==> src/verilog/uhic_regs.svh <==
// Register offsets, field positions, reset values and vector constants of the interrupt controller
`ifndef UHIC_REGS_SVH
`define UHIC_REGS_SVH

// Register offsets on the plain register port
`define UHIC_GMASK_OFS      8'h20
`define UHIC_EMASK_OFS      8'h21
`define UHIC_AMASK_OFS      8'h22
`define UHIC_PSTAT_OFS      8'hFF

// Implemented bits of each mask register
`define UHIC_GMASK_WMASK    8'h6F
`define UHIC_EMASK_WMASK    8'h1F
`define UHIC_AMASK_WMASK    8'h01
`define UHIC_MASK_RST       8'h00
`define UHIC_RDATA_RST      8'h00

// Global mask fields
`define UHIC_G_BUSRST_BIT   0
`define UHIC_G_T128_BIT     1
`define UHIC_G_T1024_BIT    2
`define UHIC_G_HUB_BIT      3
`define UHIC_G_GPIO_BIT     5
`define UHIC_G_SERIAL_BIT   6

// Endpoint mask fields
`define UHIC_E_A0_BIT       0
`define UHIC_E_A1_BIT       1
`define UHIC_E_A2_BIT       2
`define UHIC_E_B0_BIT       3
`define UHIC_E_B1_BIT       4

// Auxiliary mask field
`define UHIC_A_CONV_BIT     0

// Status fields
`define UHIC_PSTAT_PEND_BIT 7
`define UHIC_PSTAT_SENS_BIT 2

// Source indices, in priority order (index 0 wins)
`define UHIC_SRC_BUSRST     0
`define UHIC_SRC_T128       1
`define UHIC_SRC_T1024      2
`define UHIC_SRC_A0         3
`define UHIC_SRC_A1         4
`define UHIC_SRC_A2         5
`define UHIC_SRC_B0         6
`define UHIC_SRC_B1         7
`define UHIC_SRC_HUB        8
`define UHIC_SRC_CONV       9
`define UHIC_SRC_GPIO       10
`define UHIC_SRC_SERIAL     11
`define UHIC_NUM_SRC        12

// Vector table
`define UHIC_RESET_VEC      16'h0000
`define UHIC_VEC_STEP       16'h0002

`endif

==> src/verilog/uhic_pkg.sv <==
// Types shared by the interrupt controller files
`default_nettype none
package uhic_pkg;

	// Processor context saved by the automatic call and restored on return
	typedef struct packed {
		logic [15:0] pc;
		logic        carry_flag;
		logic        zero_flag;
	} uhic_frame_s;

	// Sequencer states
	typedef enum logic [0:0] {
		UHIC_BOOT,
		UHIC_RUN
	} uhic_state_e;

endpackage
`default_nettype wire

==> src/verilog/uhic_pend_latch.sv <==
// One pending-request latch per interrupt source
`timescale 1ns/1ps
`default_nettype none
module uhic_pend_latch
(
	input  wire logic clk_i,
	input  wire logic nrst_i,
	input  wire logic set_i,
	input  wire logic clr_i,
	output logic      pend_o
);

	logic pend_reg;

	// Event sets, service clears; a set in the clearing cycle wins
	always_ff @(posedge clk_i or negedge nrst_i)
	begin
		if (!nrst_i)
			pend_reg <= 1'b0;
		else if (set_i)
			pend_reg <= 1'b1;
		else if (clr_i)
			pend_reg <= 1'b0;
	end

	assign pend_o = pend_reg;

endmodule
`default_nettype wire

==> src/verilog/uhic_irq_ctrl.sv <==
// Interrupt controller of the hub microcontroller: masks, latches, priority, call and return
//
// Added by the designer: the plain strobed port.
`timescale 1ns/1ps
`default_nettype none
`include "uhic_regs.svh"
module uhic_irq_ctrl
#(
	parameter int NUM_SRC = `UHIC_NUM_SRC
)
(
	input  wire logic                 clk_i,
	input  wire logic                 nrst_i,
	// Register port
	input  wire logic [7:0]           reg_addr_i,
	input  wire logic [7:0]           reg_wdata_i,
	input  wire logic                 reg_wr_i,
	input  wire logic                 reg_rd_i,
	output logic      [7:0]           reg_rdata_o,
	// Event pulses from the on-chip sources, priority order
	input  wire logic [NUM_SRC-1:0]   src_event_i,
	// Processor side
	input  wire logic                 instr_done_i,
	input  wire logic                 unmask_all_irq_op_i,
	input  wire logic                 mask_all_irq_op_i,
	input  wire logic                 irq_return_op_i,
	input  wire uhic_pkg::uhic_frame_s cpu_frame_i,
	input  wire uhic_pkg::uhic_frame_s stack_frame_i,
	output logic                      boot_start_o,
	output logic                      irq_call_o,
	output logic      [15:0]          irq_vector_o,
	output uhic_pkg::uhic_frame_s     push_frame_o,
	output logic                      restore_o,
	output uhic_pkg::uhic_frame_s     restore_frame_o,
	output logic                      global_irq_en_o,
	output logic                      irq_pending_o
);

	uhic_pkg::uhic_state_e state_reg;
	uhic_pkg::uhic_state_e state_next;

	logic [7:0]         global_irq_mask_reg;
	logic [7:0]         endpoint_irq_mask_reg;
	logic [7:0]         aux_irq_mask_reg;
	logic               global_en_reg;
	logic               global_en_next;
	logic [7:0]         rdata_reg;
	logic [7:0]         rdata_next;
	logic               boot_reg;
	logic               call_reg;
	logic [15:0]        vector_reg;
	logic [15:0]        vector_next;
	uhic_pkg::uhic_frame_s push_frame_reg;
	logic               restore_reg;
	uhic_pkg::uhic_frame_s restore_frame_reg;
	logic               pending_reg;

	logic [NUM_SRC-1:0] enable_vec;
	logic [NUM_SRC-1:0] pend_vec;
	logic [NUM_SRC-1:0] req_vec;
	logic [NUM_SRC-1:0] win_vec;
	logic [NUM_SRC-1:0] clr_vec;
	logic               any_req;
	logic               take;
	logic               wr_gmask;
	logic               wr_emask;
	logic               wr_amask;

	// Write decode
	assign wr_gmask = reg_wr_i && (reg_addr_i == `UHIC_GMASK_OFS);
	assign wr_emask = reg_wr_i && (reg_addr_i == `UHIC_EMASK_OFS);
	assign wr_amask = reg_wr_i && (reg_addr_i == `UHIC_AMASK_OFS);

	// Global mask register, reserved bits held at zero
	always_ff @(posedge clk_i or negedge nrst_i)
	begin
		if (!nrst_i)
			global_irq_mask_reg <= `UHIC_MASK_RST;
		else if (wr_gmask)
			global_irq_mask_reg <= reg_wdata_i & `UHIC_GMASK_WMASK;
	end

	// Endpoint mask register, reserved bits held at zero
	always_ff @(posedge clk_i or negedge nrst_i)
	begin
		if (!nrst_i)
			endpoint_irq_mask_reg <= `UHIC_MASK_RST;
		else if (wr_emask)
			endpoint_irq_mask_reg <= reg_wdata_i & `UHIC_EMASK_WMASK;
	end

	// Auxiliary mask register for the converter source
	always_ff @(posedge clk_i or negedge nrst_i)
	begin
		if (!nrst_i)
			aux_irq_mask_reg <= `UHIC_MASK_RST;
		else if (wr_amask)
			aux_irq_mask_reg <= reg_wdata_i & `UHIC_AMASK_WMASK;
	end

	// Map mask bits onto sources in priority order
	always_comb
	begin
		enable_vec = '0;
		enable_vec[`UHIC_SRC_BUSRST] = global_irq_mask_reg[`UHIC_G_BUSRST_BIT];
		enable_vec[`UHIC_SRC_T128]   = global_irq_mask_reg[`UHIC_G_T128_BIT];
		enable_vec[`UHIC_SRC_T1024]  = global_irq_mask_reg[`UHIC_G_T1024_BIT];
		enable_vec[`UHIC_SRC_A0]     = endpoint_irq_mask_reg[`UHIC_E_A0_BIT];
		enable_vec[`UHIC_SRC_A1]     = endpoint_irq_mask_reg[`UHIC_E_A1_BIT];
		enable_vec[`UHIC_SRC_A2]     = endpoint_irq_mask_reg[`UHIC_E_A2_BIT];
		enable_vec[`UHIC_SRC_B0]     = endpoint_irq_mask_reg[`UHIC_E_B0_BIT];
		enable_vec[`UHIC_SRC_B1]     = endpoint_irq_mask_reg[`UHIC_E_B1_BIT];
		enable_vec[`UHIC_SRC_HUB]    = global_irq_mask_reg[`UHIC_G_HUB_BIT];
		enable_vec[`UHIC_SRC_CONV]   = aux_irq_mask_reg[`UHIC_A_CONV_BIT];
		enable_vec[`UHIC_SRC_GPIO]   = global_irq_mask_reg[`UHIC_G_GPIO_BIT];
		enable_vec[`UHIC_SRC_SERIAL] = global_irq_mask_reg[`UHIC_G_SERIAL_BIT];
	end

	// One pending latch per source
	genvar gi;
	generate
		for (gi = 0; gi < NUM_SRC; gi++)
		begin : g_latch
			uhic_pend_latch u_latch
			(
				.clk_i  (clk_i),
				.nrst_i (nrst_i),
				.set_i  (src_event_i[gi]),
				.clr_i  (clr_vec[gi]),
				.pend_o (pend_vec[gi])
			);
		end
	endgenerate

	// Masked requests; masking hides a latch but never clears it
	assign req_vec = pend_vec & enable_vec;
	assign any_req = |req_vec;

	// Take a request only at an instruction boundary with global enable set
	assign take = (state_reg == uhic_pkg::UHIC_RUN) && instr_done_i
		&& global_en_reg && any_req;

	// Fixed priority encoder: lowest index wins, vector from index
	always_comb
	begin
		win_vec     = '0;
		vector_next = `UHIC_RESET_VEC;
		for (int i = NUM_SRC - 1; i >= 0; i--)
		begin
			if (req_vec[i])
			begin
				win_vec     = '0;
				win_vec[i]  = 1'b1;
				vector_next = 16'(`UHIC_RESET_VEC + `UHIC_VEC_STEP * 16'(i + 1));
			end
		end
	end

	// Clear only the served latch
	assign clr_vec = take ? win_vec : '0;

	// Sequencer: one boot cycle after reset, then run
	always_comb
	begin
		state_next = state_reg;
		case (state_reg)
			uhic_pkg::UHIC_BOOT:
				state_next = uhic_pkg::UHIC_RUN;
			uhic_pkg::UHIC_RUN:
				state_next = uhic_pkg::UHIC_RUN;
			default:
				state_next = uhic_pkg::UHIC_BOOT;
		endcase
	end

	always_ff @(posedge clk_i or negedge nrst_i)
	begin
		if (!nrst_i)
			state_reg <= uhic_pkg::UHIC_BOOT;
		else
			state_reg <= state_next;
	end

	// Global enable: acknowledge clears; return and unmask set; mask clears
	always_comb
	begin
		global_en_next = global_en_reg;
		if (take)
			global_en_next = 1'b0;
		else if (irq_return_op_i)
			global_en_next = 1'b1;
		else if (unmask_all_irq_op_i)
			global_en_next = 1'b1;
		else if (mask_all_irq_op_i)
			global_en_next = 1'b0;
	end

	always_ff @(posedge clk_i or negedge nrst_i)
	begin
		if (!nrst_i)
			global_en_reg <= 1'b0;
		else
			global_en_reg <= global_en_next;
	end

	// Boot pulse announcing the reset entry point
	always_ff @(posedge clk_i or negedge nrst_i)
	begin
		if (!nrst_i)
			boot_reg <= 1'b0;
		else
			boot_reg <= (state_reg == uhic_pkg::UHIC_BOOT);
	end

	// Automatic call pulse and its target address
	always_ff @(posedge clk_i or negedge nrst_i)
	begin
		if (!nrst_i)
		begin
			call_reg   <= 1'b0;
			vector_reg <= `UHIC_RESET_VEC;
		end
		else
		begin
			call_reg <= take;
			if (take)
				vector_reg <= vector_next;
			else if (state_reg == uhic_pkg::UHIC_BOOT)
				vector_reg <= `UHIC_RESET_VEC;
		end
	end

	// Context pushed by the call: program counter and flags only
	always_ff @(posedge clk_i or negedge nrst_i)
	begin
		if (!nrst_i)
			push_frame_reg <= '0;
		else if (take)
			push_frame_reg <= cpu_frame_i;
	end

	// Return: hand the popped context back to the core
	always_ff @(posedge clk_i or negedge nrst_i)
	begin
		if (!nrst_i)
		begin
			restore_reg       <= 1'b0;
			restore_frame_reg <= '0;
		end
		else
		begin
			restore_reg <= irq_return_op_i;
			if (irq_return_op_i)
				restore_frame_reg <= stack_frame_i;
		end
	end

	// Pending sense: any enabled latch after this cycle's clear and set
	always_ff @(posedge clk_i or negedge nrst_i)
	begin
		if (!nrst_i)
			pending_reg <= 1'b0;
		else
			pending_reg <= |(((pend_vec & ~clr_vec) | src_event_i) & enable_vec);
	end

	// Read mux; unmapped addresses read zero
	always_comb
	begin
		rdata_next = `UHIC_RDATA_RST;
		case (reg_addr_i)
			`UHIC_GMASK_OFS:
				rdata_next = global_irq_mask_reg;
			`UHIC_EMASK_OFS:
				rdata_next = endpoint_irq_mask_reg;
			`UHIC_AMASK_OFS:
				rdata_next = aux_irq_mask_reg;
			`UHIC_PSTAT_OFS:
			begin
				rdata_next[`UHIC_PSTAT_PEND_BIT] = pending_reg;
				rdata_next[`UHIC_PSTAT_SENS_BIT] = global_en_reg;
			end
			default:
				rdata_next = `UHIC_RDATA_RST;
		endcase
	end

	// Read data register, valid the cycle after the strobe
	always_ff @(posedge clk_i or negedge nrst_i)
	begin
		if (!nrst_i)
			rdata_reg <= `UHIC_RDATA_RST;
		else if (reg_rd_i)
			rdata_reg <= rdata_next;
		else
			rdata_reg <= `UHIC_RDATA_RST;
	end

	// Outputs
	assign reg_rdata_o     = rdata_reg;
	assign boot_start_o    = boot_reg;
	assign irq_call_o      = call_reg;
	assign irq_vector_o    = vector_reg;
	assign push_frame_o    = push_frame_reg;
	assign restore_o       = restore_reg;
	assign restore_frame_o = restore_frame_reg;
	assign global_irq_en_o = global_en_reg;
	assign irq_pending_o   = pending_reg;

endmodule
`default_nettype wire

==> config.mk <==
export PLATFORM = sky130hd
export DESIGN_NAME = uhic_irq_ctrl
export DESIGN_NICKNAME = d
export VERILOG_FILES = /design/src/verilog/uhic_pkg.sv /design/src/verilog/uhic_pend_latch.sv /design/src/verilog/uhic_irq_ctrl.sv
export VERILOG_INCLUDE_DIRS = /design/src /design/src/verilog
export SDC_FILE = /design/constraint.sdc
export NUM_CORES = 1
export LEC_CHECK = 0
export BUFFER_PORTS_ARGS = -buffer_cell sky130_fd_sc_hd__buf_2
export CORE_UTILIZATION = 45
export DETAILED_ROUTE_END_ITERATION = 10
export PLACE_DENSITY = 0.82
export SLEW_MARGIN = 20
export SYNTH_ARGS = -nofsm -noshare
export SYNTH_HDL_FRONTEND = slang
export SYNTH_SLANG_ARGS = --single-unit
==> constraint.sdc <==
create_clock -name clk_i -period 4.4 [get_ports clk_i]
set_clock_uncertainty 0.1 [all_clocks]
set_input_delay 0.66 -clock clk_i [delete_from_list [all_inputs] [get_ports clk_i]]
set_output_delay 0.66 -clock clk_i [all_outputs]
set_load 0.005 [all_outputs]
* Yosys cells after proc, flatten, opt, wreduce, memory -nomap -nowiden
Index checks and enable logic that the tools add are counted.
Operators by class: bitwise gates (word level) 6, equal/unequal tests 5, reduce and logical (&&, ||, !) cells 21, mux-type cells 60
Operators with widths (number):
- $mux W12 | 13
- $mux W16 | 7
- $and A12 B12 Y12 | 3
- $mux W5 | 7
- $mux W1 | 29
- $eq A8 B6 Y1 const B | 3
- $reduce_bool A2 Y1 | 12
- $reduce_or A12 Y1 | 2
- $not A12 Y12 | 1
- $or A12 B12 Y12 | 1
- $eq A8 B8 Y1 const B | 1
- $mux W8 | 1
- $pmux W4 S2 | 1
- $logic_and A1 B1 Y1 | 6
- $pmux W2 S3 | 1
- $reduce_bool A4 Y1 | 1
- $pmux W1 S3 | 1
- $ne A2 B1 Y1 const B | 1
- $not A1 Y1 | 1
Storage, ports and cells: output and inout bits 65, logic and storage cells 121, bits of input ports 72, register bits after elaboration 90

* Depth between registers and ports, before layout
Gate-level depths: netlist (run 1).
word-level depth 19, gate-level depth with buffers 8, depth with buffers taken out 6

* Cells and area by module
Synthesis (run 1) repeated with hierarchy kept, for this count alone.
Unflattened totals: cell total of the unflattened synthesis 293, area, all modules 3520.9 µm²
Modules (own cells, without submodules):
- uhic_irq_ctrl | cells each 257, times used 1, sequential area each 1651.6 µm², area each 3085.5 µm²
- uhic_pend_latch | cells each 3, times used 12, sequential area each 25.0 µm², area each 36.3 µm²

* Worst setup path before layout (run 1)
Ideal clock, no wire load.
path kind input to register, from in reg_addr_i[4], to reg global_irq_mask_reg[0], setup slack 1926 ps, library setup time 125 ps, stages on the path 5, arrival time 2249 ps, data required time 4175 ps, cell sequence or4b_1 -> nor4_1 -> nand2_1 -> nor2_2 -> mux2_2
Between the ends: word-level cells in the longest chain between the ends 2
Ends and longest elaborated chain:
- start: declaration | RTL line uhic_irq_ctrl.sv:15 | input wire logic [7:0] reg_addr_i,
- $eq A8 B6 Y1
- $logic_and A1 B1 Y1 | RTL line uhic_irq_ctrl.sv:70 | assign wr_gmask = reg_wr_i && (reg_addr_i == `UHIC_GMASK_OFS);
- end signal: assignment | RTL line uhic_irq_ctrl.sv:78 | global_irq_mask_reg <= `UHIC_MASK_RST;
- end signal: assignment | RTL line uhic_irq_ctrl.sv:80 | global_irq_mask_reg <= reg_wdata_i & `UHIC_GMASK_WMASK;
- end: declaration | RTL line uhic_irq_ctrl.sv:42 | logic [7:0] global_irq_mask_reg;
Every way passes these cells. A chain may end at the register's enable or synchronous reset.

* Final worst setup path (run 1)
from reg endpoint_irq_mask_reg[0], to reg pending_reg (netlist: irq_pending_o)
Between the ends: word-level cells in the longest chain between the ends 11
Ends and longest elaborated chain:
- start: declaration | RTL line uhic_irq_ctrl.sv:43 | logic [7:0] endpoint_irq_mask_reg;
- start signal: assignment | RTL line uhic_irq_ctrl.sv:87 | endpoint_irq_mask_reg <= `UHIC_MASK_RST;
- start signal: assignment | RTL line uhic_irq_ctrl.sv:89 | endpoint_irq_mask_reg <= reg_wdata_i & `UHIC_EMASK_WMASK;
- $and A12 B12 Y12 | RTL line uhic_irq_ctrl.sv:136 | assign req_vec = pend_vec & enable_vec;
- $mux W12 (4 in a row) | RTL line uhic_irq_ctrl.sv:150 | if (req_vec[i])
- $mux W12 | RTL line uhic_irq_ctrl.sv:160 | assign clr_vec = take ? win_vec : '0;
- $not A12 Y12 | RTL line uhic_irq_ctrl.sv:264 | pending_reg <= |(((pend_vec & ~clr_vec) | src_event_i) & enable_vec);
- $and A12 B12 Y12 | RTL line uhic_irq_ctrl.sv:264
- $or A12 B12 Y12 | RTL line uhic_irq_ctrl.sv:264
- $and A12 B12 Y12 (*) | RTL line uhic_irq_ctrl.sv:264
- $reduce_or A12 Y1 (*) | RTL line uhic_irq_ctrl.sv:264
- end signal: assignment | RTL line uhic_irq_ctrl.sv:264
- end: declaration | RTL line uhic_irq_ctrl.sv:56 | logic pending_reg;
Every way passes the cells marked *; elsewhere a longest branch is shown, timed or not.

==> run summary, run 1 <==
First-pass GRT wire length: 13.47 mm
Number of antenna violations at the first check in global routing: 0
Critical path capture point type: flip-flop
Reg2Reg Launch Point: endpoint_irq_mask_reg[0]
Num ports: 137
Sequential share of the synthesized area: 0.5603
Post-synth top flop: dfrtp_1
Compound-Gate Fraction of Synth Area: 0.1139
Antenna fix cells: 0
Wire length per cell: 14.99 microns
Simple-Gate Fraction of Synth Area: 0.1620
Kind of critical path: flip-flop to flip-flop
Post-CTS Resized: 0
Post-CTS Setup Bufs: 0
Cell area after layout: 4320 sq um
Period utilization: 0.6552
TritonRoute pass-1 iters: 4
Switching share of total power: 0.2754
Max VDD drop: 0.0001920 V
Crit path DAT: 2.98 ns
Final Hold Fails: 0
Worst-Margin Slew: 0.9414 ns
Synthesized area: 3483 sq um
Crit path launch type: flip-flop
Worst reg-to-reg path cell count: 5
Tmin final: 2.883 ns
# fillers: 645
Max Cap Viol: 0
Die ar.: 8096 sq um
Via density: 5.216
GRT Total Usage: 0.2110
Gate power share: 0.202
TNS Setup: 0 ns
Most frequent cells in the layout: 122 x buf_2, 78 x dfrtp_1, 76 x nand2_1
CTS buffer count: 9
1st-iter DRT viols: 91
H-tree levels: 3
DRC: 0
Status: finished, final reports clean
Clock sinks: 78
Top-area cell type share of the netlist area: 0.5603
Pwr per Cell Area: 419.6 nW/um^2
End of the worst register-to-register path: irq_pending_o
Fin. max-slew vios: 0
Yosys warns: 0
Total wire length: 8.199 mm
RSZ-0062 raised after global routing: no
Antenna-violating nets left: 0
Avg Cell Area, Syn: 10.89 sq um
Share of cells above drive strength 1: 0.3929
Largest family of logic cells by synthesized area: simple AND/OR/NAND/NOR gates
Routability cong.: 0.8730
Multiplexer share of the synthesized area: 0.1088
Die X: 89.98 microns
Clock power frac: 0.306
Area Growth Syn to Fin: 24.03%
TritonCTS clock tree: yes
Register clock-pin slew on the reported worst setup and hold paths: 0.08 ns
Synth Register Bits: 78
CP Max Fanout: 8
Register share of total power: 0.492
Setup violators final: 0
Number of global-route vias before repair: 2715
Synth cell types: 43
Starting density of the core: 0.4727
Post-synth EDFFs: 0
Root buf cell: clkbuf_8
Required time of the critical path: 4.50 ns
Nets: 517
Hold WC Path Type: primary input to async pin
Leakage: 2.164 nW
Ys async rst share: 1.000
Commonest non-fill, non-tap cell in the layout: buf_2
Multi-input logic area: 1389 sq um
Adder-Cell Fraction of Synth Area: 0
Area contributors post-synth: dfrtp_1 56%, mux2_2 10%, nand2_1 8.2%
Reg2Reg Setup Slack: 1.52 ns
Gate Count Post-Synth: 320
Register area: 1952 sq um
Post-DP HPWL: 6.083 mm
Slew Limit Headroom: 0.3724
CTS Buffer Depth: 2
P_int: 0.001313 W
Hold_buf cts: 0
Post-synth top area cell: dfrtp_1
Via count: 2853
Synth Area in XOR/XNOR: 0
I/O Buffers: 123
Pin count of the biggest net entering global routing: 79
Worst skew pair latency: 0.33 ns
Chip Height: 89.98 microns
Site Rows: 31
Net Sw Power: 0.0004992 W
Core area: 7370 sq um
Max Clk Rate: 346.9 MHz
DP Area: 4119 sq um
Gr ovfl total: 0
## per-layer routing
metal | track usage | vias up | wire [microns]
met4 | 0.05511 | 0 | 102
li1 | - | 1345 | -
met2 | 0.3519 | 125 | 3923
met5 | 0 | - | 0
met1 | 0.2776 | 1375 | 3608
met3 | 0.05076 | 8 | 565
## worst max path at each step
stage                        startpoint                endpoint  slack (ns)  cells past startpoint
6_report       endpoint_irq_mask_reg[0]           irq_pending_o        1.52                      5
4_1_cts        endpoint_irq_mask_reg[0]           irq_pending_o        1.65                      5
2_1_floorplan             reg_addr_i[4]  global_irq_mask_reg[0]        1.93                      5
3_5_place_dp              reg_addr_i[4]  global_irq_mask_reg[6]        1.59                      6
5_1_grt        endpoint_irq_mask_reg[0]           irq_pending_o        1.38                      5
3_3_place_gp              reg_addr_i[4]  global_irq_mask_reg[2]        1.56                      6
## final cells by class
type                    instances  share of cell area
clock buffers                  10             0.02954
clock inverters                 4             0.01709
repair buffers                125              0.1465
inverters                       5            0.004923
well taps                      99             0.02867
flip-flops and latches         78              0.4518
multi-input cells             226              0.3215
## power by group through the flow
stage	logic [W]	registers, W	clock network (W)
floorplan	0.000173	0.000911	0
global placement	0.000358	0.000898	0
detailed placement	0.000367	0.000905	0
CTS	0.000369	0.000891	0.000567
global route	0.000407	0.000906	0.000601
finish	0.000366	0.000892	0.000555
## cells by family after synthesis
logic type	after synthesis
AO/OA/AOI/OAI	54
buffers and inverters	27
flip-flops	78
multiplexers	34
other	2
AND/OR/NAND/NOR	125
## cell usage after synthesis (all sizes together), types with 2 or more instances
cell type and number:
or4 2, inv 5, dfrtp 78, a211oi 3, nand2 76, a22oi 5
nand3 14, mux2i 3, a21o 13, nand4 7, a21oi 7, a31oi 2
buf 18, o211ai 2, o21ai 10, conb 2, nor2 10, clkbuf 4
nor3 3, nor2b 3, o31ai 2, a222oi 3, mux2 31, and3 2
and2 5
## stage by stage
stage	std cells	worst slack (ns)	hold WS, ns	util	power, W
2_1_floorplan	331	1.926	0.2644	-	0.001084
3_3_place_gp	533	1.565	0.3520	0.5589	0.001256
3_5_place_dp	533	1.586	0.3570	0.5589	0.001273
4_1_cts	547	1.649	0.3764	0.5862	0.001827
5_1_grt	547	1.382	0.3954	0.5862	0.001914
6_report	547	1.517	0.3725	0.5862	0.001813
## critical path, cell delays in order (launching register included)
cell,delay (ns)
dfrtp_1,0.47
a222oi_1,0.80
nand3_2,0.26
a2111oi_2,0.48
a21oi_1,0.17
or4_1,0.46
Note: power is estimated with default switching activity, not from simulation.
==> inputs of run 2 (changes only) <==
==> constraint.sdc (replaced) <==
create_clock -name clk_i -period 2.93 [get_ports clk_i]
set_clock_uncertainty 0.1 [all_clocks]
set_input_delay 0.4395 -clock clk_i [delete_from_list [all_inputs] [get_ports clk_i]]
set_output_delay 0.4395 -clock clk_i [all_outputs]
set_load 0.005 [all_outputs]
==> run 2 against run 1 <==
Effect of this change: critical path depth is 1 higher; total power is 53% higher; non-clock buffer count is 6 higher; clock-buffer cell count is 1 lower; sequential cell count stayed put; final cell count is 1.5% higher; wire length is 1.7% lower; clock power is 58% higher; cell area is 1.5% higher.
==> run summary, run 2 (synthesized netlist as in run 1, its figures left out) <==
Status: finished, final reports clean (unchanged)
Leakage: 2.206 nW (was 2.164 nW)
CTS buffer count: 9 (unchanged)
Reg2Reg Setup Slack: 0.52 ns (was 1.52 ns)
Via density: 5.068 (was 5.216)
Post-CTS Setup Bufs: 0 (unchanged)
Worst path slowest cell: dfrtp_1 (was a222oi_1)
Commonest non-fill, non-tap cell in the layout: buf_2 (unchanged)
I/O Buffers: 123 (unchanged)
1st-iter DRT viols: 176 (was 91)
Post-DP HPWL: 6.099 mm (was 6.083 mm)
Max Clk Rate: 414.6 MHz (was 346.9 MHz)
Pwr per Cell Area: 631.4 nW/um^2 (was 419.6 nW/um^2)
Cell area after layout: 4384 sq um (was 4320 sq um)
Setup violators final: 0 (unchanged)
Tmin final: 2.412 ns (was 2.883 ns)
# fillers: 652 (was 645)
Cell Chain, Critical Path: a222oi_1 -> buf_4 -> nand3_2 -> a2111oi_2 -> a21oi_1 -> or4_1 (was a222oi_1 -> nand3_2 -> a2111oi_2 -> a21oi_1 -> or4_1)
CP Max Fanout: 11 (was 8)
Chip Height: 89.98 microns (unchanged)
Die ar.: 8096 sq um (unchanged)
Slew Limit Headroom: 0.3659 (was 0.3724)
Number of antenna violations at the first check in global routing: 0 (unchanged)
Hold_buf cts: 0 (unchanged)
Crit path launch type: flip-flop (unchanged)
Total wire length: 8.056 mm (was 8.199 mm)
Multi-input logic area: 1389 sq um (unchanged)
Reg2Reg Launch Point: global_irq_mask_reg[0] (was endpoint_irq_mask_reg[0])
Gr ovfl total: 0 (unchanged)
Root buf cell: clkbuf_8 (unchanged)
TritonRoute pass-1 iters: 4 (unchanged)
RSZ-0062 raised after global routing: no (unchanged)
Number of global-route vias before repair: 2717 (was 2715)
Final Hold Fails: 0 (unchanged)
Critical path capture point type: flip-flop (unchanged)
Kind of critical path: flip-flop to flip-flop (unchanged)
Via count: 2813 (was 2853)
Share of cells above drive strength 1: 0.4057 (was 0.3929)
WHS: 0.1199 ns (was 0.3725 ns)
Most frequent cells in the layout: 122 x buf_2, 78 x dfrtp_1, 76 x nand2_1 (unchanged)
GRT Total Usage: 0.2119 (was 0.2110)
End of the worst register-to-register path: irq_pending_o (unchanged)
Critical Path Max Stage Delay: 0.46 ns (was 0.80 ns)
Die X: 89.98 microns (unchanged)
Register area: 1952 sq um (unchanged)
Worst-Margin Slew: 0.9511 ns (was 0.9414 ns)
Period utilization: 0.8231 (was 0.6552)
Nets: 523 (was 517)
Core area: 7370 sq um (unchanged)
DRC: 0 (unchanged)
DP Area: 4164 sq um (was 4119 sq um)
Bufs and invs on worst path: 1 (was 0)
Register clock-pin slew on the reported worst setup and hold paths: 0.08 ns (about the same)
CTS Buffer Depth: 2 (unchanged)
Area Growth Syn to Fin: 25.86% (was 24.03%)
Clock sinks: 78 (unchanged)
Critical path's top delay family: compound AO/OA/AOI/OAI gates (unchanged)
Max Cap Viol: 0 (unchanged)
Fin. max-slew vios: 0 (unchanged)
Antenna-violating nets left: 0 (unchanged)
Max VDD drop: 0.0002491 V (was 0.0001920 V)
TritonCTS clock tree: yes (unchanged)
Worst reg-to-reg path cell count: 6 (was 5)
Crit path DAT: 2.52 ns (was 2.98 ns)
Num ports: 137 (unchanged)
Required time of the critical path: 3.04 ns (was 4.50 ns)
Setup crit start: global_irq_mask_reg[0] (was endpoint_irq_mask_reg[0])
Worst skew pair latency: 0.35 ns (was 0.33 ns)
TNS Setup: 0 ns (unchanged)
H-tree levels: 3 (unchanged)
Pin count of the biggest net entering global routing: 79 (unchanged)
Site Rows: 31 (unchanged)
Routability cong.: 0.8466 (was 0.8730)
Antenna fix cells: 0 (unchanged)
Critical path endpoint: irq_pending_o (unchanged)
First-pass GRT wire length: 13.34 mm (was 13.47 mm)
CP Depth: 6 (was 5)
Post-CTS Resized: 0 (unchanged)
Starting density of the core: 0.4727 (unchanged)
Wire length per cell: 14.52 microns (was 14.99 microns)
Hold WC Path Type: primary input to async pin (unchanged)
run 2: cell count changes in the layout (fill, tap and decap cells not counted), sizes merged:
cell    before  now
clkbuf      10    9
buf        125  131
inv          5    6
clkinv       2    4
run 2: worst reg2reg max path, stage by stage (launching register included):
cell and delay (ns):
dfrtp_1 0.46, a222oi_1 0.36, buf_4 0.25, nand3_2 0.16, a2111oi_2 0.37, a21oi_1 0.13
or4_1 0.45
run 2: power breakdown:
part / switching, W / total [W] / internal (W)
clock: 0.000395 / 0.000877 / 0.000482
combinational: 0.000291 / 0.000556 / 0.000265
sequential: 0.0000922 / 0.00134 / 0.00124
run 2: metal layers:
layer | routed length (microns) | global-route usage | part of all wire | up-vias
li1 | - | - | - | 1364
met1 | 3629 | 0.2781 | 0.45 | 1324
met2 | 3853 | 0.3455 | 0.48 | 117
met3 | 500 | 0.05245 | 0.062 | 8
met4 | 73 | 0.07124 | 0.0091 | 0
met5 | 0 | 0 | 0 | -
run 2: worst min path at each step:
stage / start / endpoint / slack (ns) / cells after the start
after floorplan: nrst_i / aux_irq_mask_reg[0] / 0.04 / 0
after global placement: push_frame_o[3] / push_frame_o[3] / 0.35 / 2
after detailed placement: push_frame_o[2] / push_frame_o[2] / 0.36 / 2
after CTS: cpu_frame_i[6] / push_frame_o[6] / 0.16 / 3
after global routing: cpu_frame_i[2] / push_frame_o[2] / 0.16 / 3
final: nrst_i / push_frame_o[15] / 0.12 / 1
run 2: final cells by class:
cell class / instances / share of cell area
Clock buffer: 9 / 0.02825
Clock inverter: 7 / 0.02197
Inverter: 5 / 0.004852
Multi-Input combinational cell: 226 / 0.3168
Sequential cell: 78 / 0.4452
Tap cell: 99 / 0.02825
Timing Repair Buffer: 131 / 0.1547
run 2: metrics by stage:
stage / util / std cells / setup WS (ns) / total power [W]
after global routing: 0.5949 / 555 / 0.4050 / 0.002926
final: 0.5949 / 555 / 0.5182 / 0.002768
after global placement: 0.5650 / 539 / 0.5427 / 0.001893
after detailed placement: 0.5650 / 539 / 0.5181 / 0.001918
after CTS: 0.5949 / 555 / 0.5419 / 0.002794
after floorplan: - / 331 / 0.6383 / 0.001629
==> inputs of run 3 (changes only) <==
--- a/config.mk
+++ b/config.mk
@@ -7,9 +7,9 @@
 export NUM_CORES = 1
 export LEC_CHECK = 0
 export BUFFER_PORTS_ARGS = -buffer_cell sky130_fd_sc_hd__buf_2
-export CORE_UTILIZATION = 45
+export CORE_UTILIZATION = 44
 export DETAILED_ROUTE_END_ITERATION = 10
-export PLACE_DENSITY = 0.82
+export PLACE_DENSITY = 0.83
 export SLEW_MARGIN = 20
 export SYNTH_ARGS = -nofsm -noshare
 export SYNTH_HDL_FRONTEND = slang
==> constraint.sdc (replaced) <==
create_clock -name clk_i -period 2.16 [get_ports clk_i]
set_clock_uncertainty 0.1 [all_clocks]
set_input_delay 0.324 -clock clk_i [delete_from_list [all_inputs] [get_ports clk_i]]
set_output_delay 0.324 -clock clk_i [all_outputs]
set_load 0.005 [all_outputs]
==> run 3 against run 2 <==
Effect of this change: total power up 36%; sequential share of layout area down 2.4 points; worst hold slack worse by 0.054 ns; non-clock buffer count up 26; largest cell class unchanged; clock-buffer cell count unchanged; via count up 6.6%; sequential cell count unchanged; maximum frequency up 13%; die area up 2.2%.
==> run summary, run 3 (synthesized netlist as in run 1, its figures left out) <==
Wire length per cell: 14.70 microns (was 14.52 microns)
Hold Path Depth: 2
Hold WC Path Type: primary input to flip-flop (was primary input to async pin)
Chip Height: 90.98 microns (was 89.98 microns)
Antenna fix cells: 0 (unchanged)
Clock sinks: 78 (unchanged)
Crit path launch type: flip-flop (unchanged)
Crit path DAT: 2.27 ns (was 2.52 ns)
Clock power frac: 0.298 (was 0.317)
Antenna-violating nets left: 0 (unchanged)
Register share of total power: 0.480 (was 0.482)
Worst-Margin Slew: 0.5362 ns (was 0.9511 ns)
Reg2Reg Launch Point: endpoint_irq_mask_reg[0] (was global_irq_mask_reg[0])
Gr ovfl total: 0 (unchanged)
Post-Place Setup Slack: -0.005981 ns (was 0.5181 ns)
Cell area after layout: 4638 sq um (was 4384 sq um)
TNS Setup: 0 ns (unchanged)
Commonest non-fill, non-tap cell in the layout: buf_2 (unchanged)
Final Hold Fails: 0 (unchanged)
Fin util: 0.6034 (was 0.5949)
Setup violators final: 0 (unchanged)
Switching share of total power: 0.2963 (was 0.2812)
Starting density of the core: 0.4531 (was 0.4727)
Via density: 5.134 (was 5.068)
Pin count of the biggest net entering global routing: 42 (was 79)
Leakage: 2.340 nW (was 2.206 nW)
Share of cells above drive strength 1: 0.4461 (was 0.4057)
Number of global-route vias before repair: 3003 (was 2717)
CTS Buffer Depth: 2 (unchanged)
Pwr per Cell Area: 810.7 nW/um^2 (was 631.4 nW/um^2)
I/O Buffers: 123 (unchanged)
H-tree levels: 3 (unchanged)
DP Area: 4348 sq um (was 4164 sq um)
Area Growth Syn to Fin: 33.15% (was 25.86%)
Status: finished, final reports clean (unchanged)
CP Max Fanout: 3 (was 11)
Required time of the critical path: 2.28 ns (was 3.04 ns)
Fin. max-slew vios: 0 (unchanged)
First-pass GRT wire length: 14.18 mm (was 13.34 mm)
Period utilization: 0.9914 (was 0.8231)
Routability cong.: 0.8523 (was 0.8466)
Max Cap Viol: 0 (unchanged)
Die ar.: 8276 sq um (was 8096 sq um)
Kind of critical path: flip-flop to flip-flop (unchanged)
Max VDD drop: 0.0004083 V (was 0.0002491 V)
Site Rows: 32 (was 31)
Die X: 90.98 microns (was 89.98 microns)
TritonCTS clock tree: yes (unchanged)
CTS buffer count: 9 (unchanged)
Max Clk Rate: 467.0 MHz (was 414.6 MHz)
Slew Limit Headroom: 0.6426 (was 0.3659)
Tmin final: 2.142 ns (was 2.412 ns)
Post-DP HPWL: 6.497 mm (was 6.099 mm)
Number of antenna violations at the first check in global routing: 0 (unchanged)
Root buf cell: clkbuf_8 (unchanged)
Register clock-pin slew on the reported worst setup and hold paths: 0.09 ns (was 0.08 ns)
Nets: 549 (was 523)
RSZ-0062 raised after global routing: yes (was no)
Critical path capture point type: flip-flop (unchanged)
Worst skew pair latency: 0.35 ns (about the same)
Via count: 2998 (was 2813)
Fin worst setup slack: 0.01847 ns (was 0.5182 ns)
Core area: 7687 sq um (was 7370 sq um)
Net Sw Power: 0.001114 W (was 0.0007784 W)
Most frequent cells in the layout: 122 x buf_2, 78 x dfrtp_1, 75 x nand2_1 (was 122 x buf_2, 78 x dfrtp_1, 76 x nand2_1)
TritonRoute pass-1 iters: 6 (was 4)
P_int: 0.002646 W (was 0.001990 W)
Hold_sp: src_event_i[6]
1st-iter DRT viols: 106 (was 176)
Total wire length: 8.585 mm (was 8.056 mm)
Gate power share: 0.222 (was 0.201)
DRC: 0 (unchanged)
GRT Total Usage: 0.2190 (was 0.2119)
Setup crit start: endpoint_irq_mask_reg[0] (was global_irq_mask_reg[0])
Num ports: 137 (unchanged)
Worst reg-to-reg path cell count: 7 (was 6)
-- run 3: critical path, cell delays in order (launching register included) --
cell	delay [ns]
dfrtp_1	0.39
a222oi_1	0.39
buf_4	0.21
buf_6	0.11
nand3_2	0.07
o21ai_1	0.15
o2111ai_1	0.12
or4_1	0.48
-- run 3: cell type report --
class,instances,area [sq um]
sequential,78,1952
clock inverter,7,80.08
fill,654,3049
timing repair buffer,157,903.4
clock buffer,9,123.9
tap,102,127.6
inverter,5,21.27
multi-input combinational,226,1430
-- run 3: repair_timing --
item | CTS | global route
gates resized for setup | 1 | 9
setup endpoints to repair | 1 | 23
setup buffers | 4 | 1
pin swaps | 4 | 5
endpoints found under the hold margin | 39 | 0
hold buffers | 1 | 0
-- run 3: stage by stage --
step           total power, W  instances  hold WS [ns]
2_1_floorplan        0.002213        331      -0.07159
3_3_place_gp         0.002598        562        0.2362
3_5_place_dp         0.002639        562        0.2402
4_1_cts              0.003780        583       0.05403
5_1_grt              0.003972        584       0.06531
6_report             0.003760        584       0.06544
-- run 3: metal layers --
metal	GRT usage	vias to the layer above	wire length, microns
li1	-	1411	-
met1	0.2667	1448	3623
met2	0.3895	123	4323
met3	0.03434	16	473
met4	0.08466	0	164
met5	0	-	0
-- run 3: power by group through the flow --
stage,logic [W],registers (W),clock network (W)
2_1_floorplan,0.000356,0.00186,0
3_3_place_gp,0.000774,0.00182,0
3_5_place_dp,0.000802,0.00184,0
4_1_cts,0.000827,0.00181,0.00115
5_1_grt,0.000935,0.00184,0.00120
6_report,0.000835,0.00181,0.00112
-- run 3: worst paths after layout --
| check | slack [ns] | end |
|---|---|---|
| max in group asynchronous | 0.98 | restore_frame_o[9] |
| setup / recovery | 0.02 | irq_pending_o |
| min in group asynchronous | 0.41 | push_frame_o[16] |
| hold / removal | 0.07 | g_latch[6].u_latch.pend_o |
| setup reg to reg | 0.02 | irq_pending_o |
| hold reg to reg | 0.38 | push_frame_o[12] |
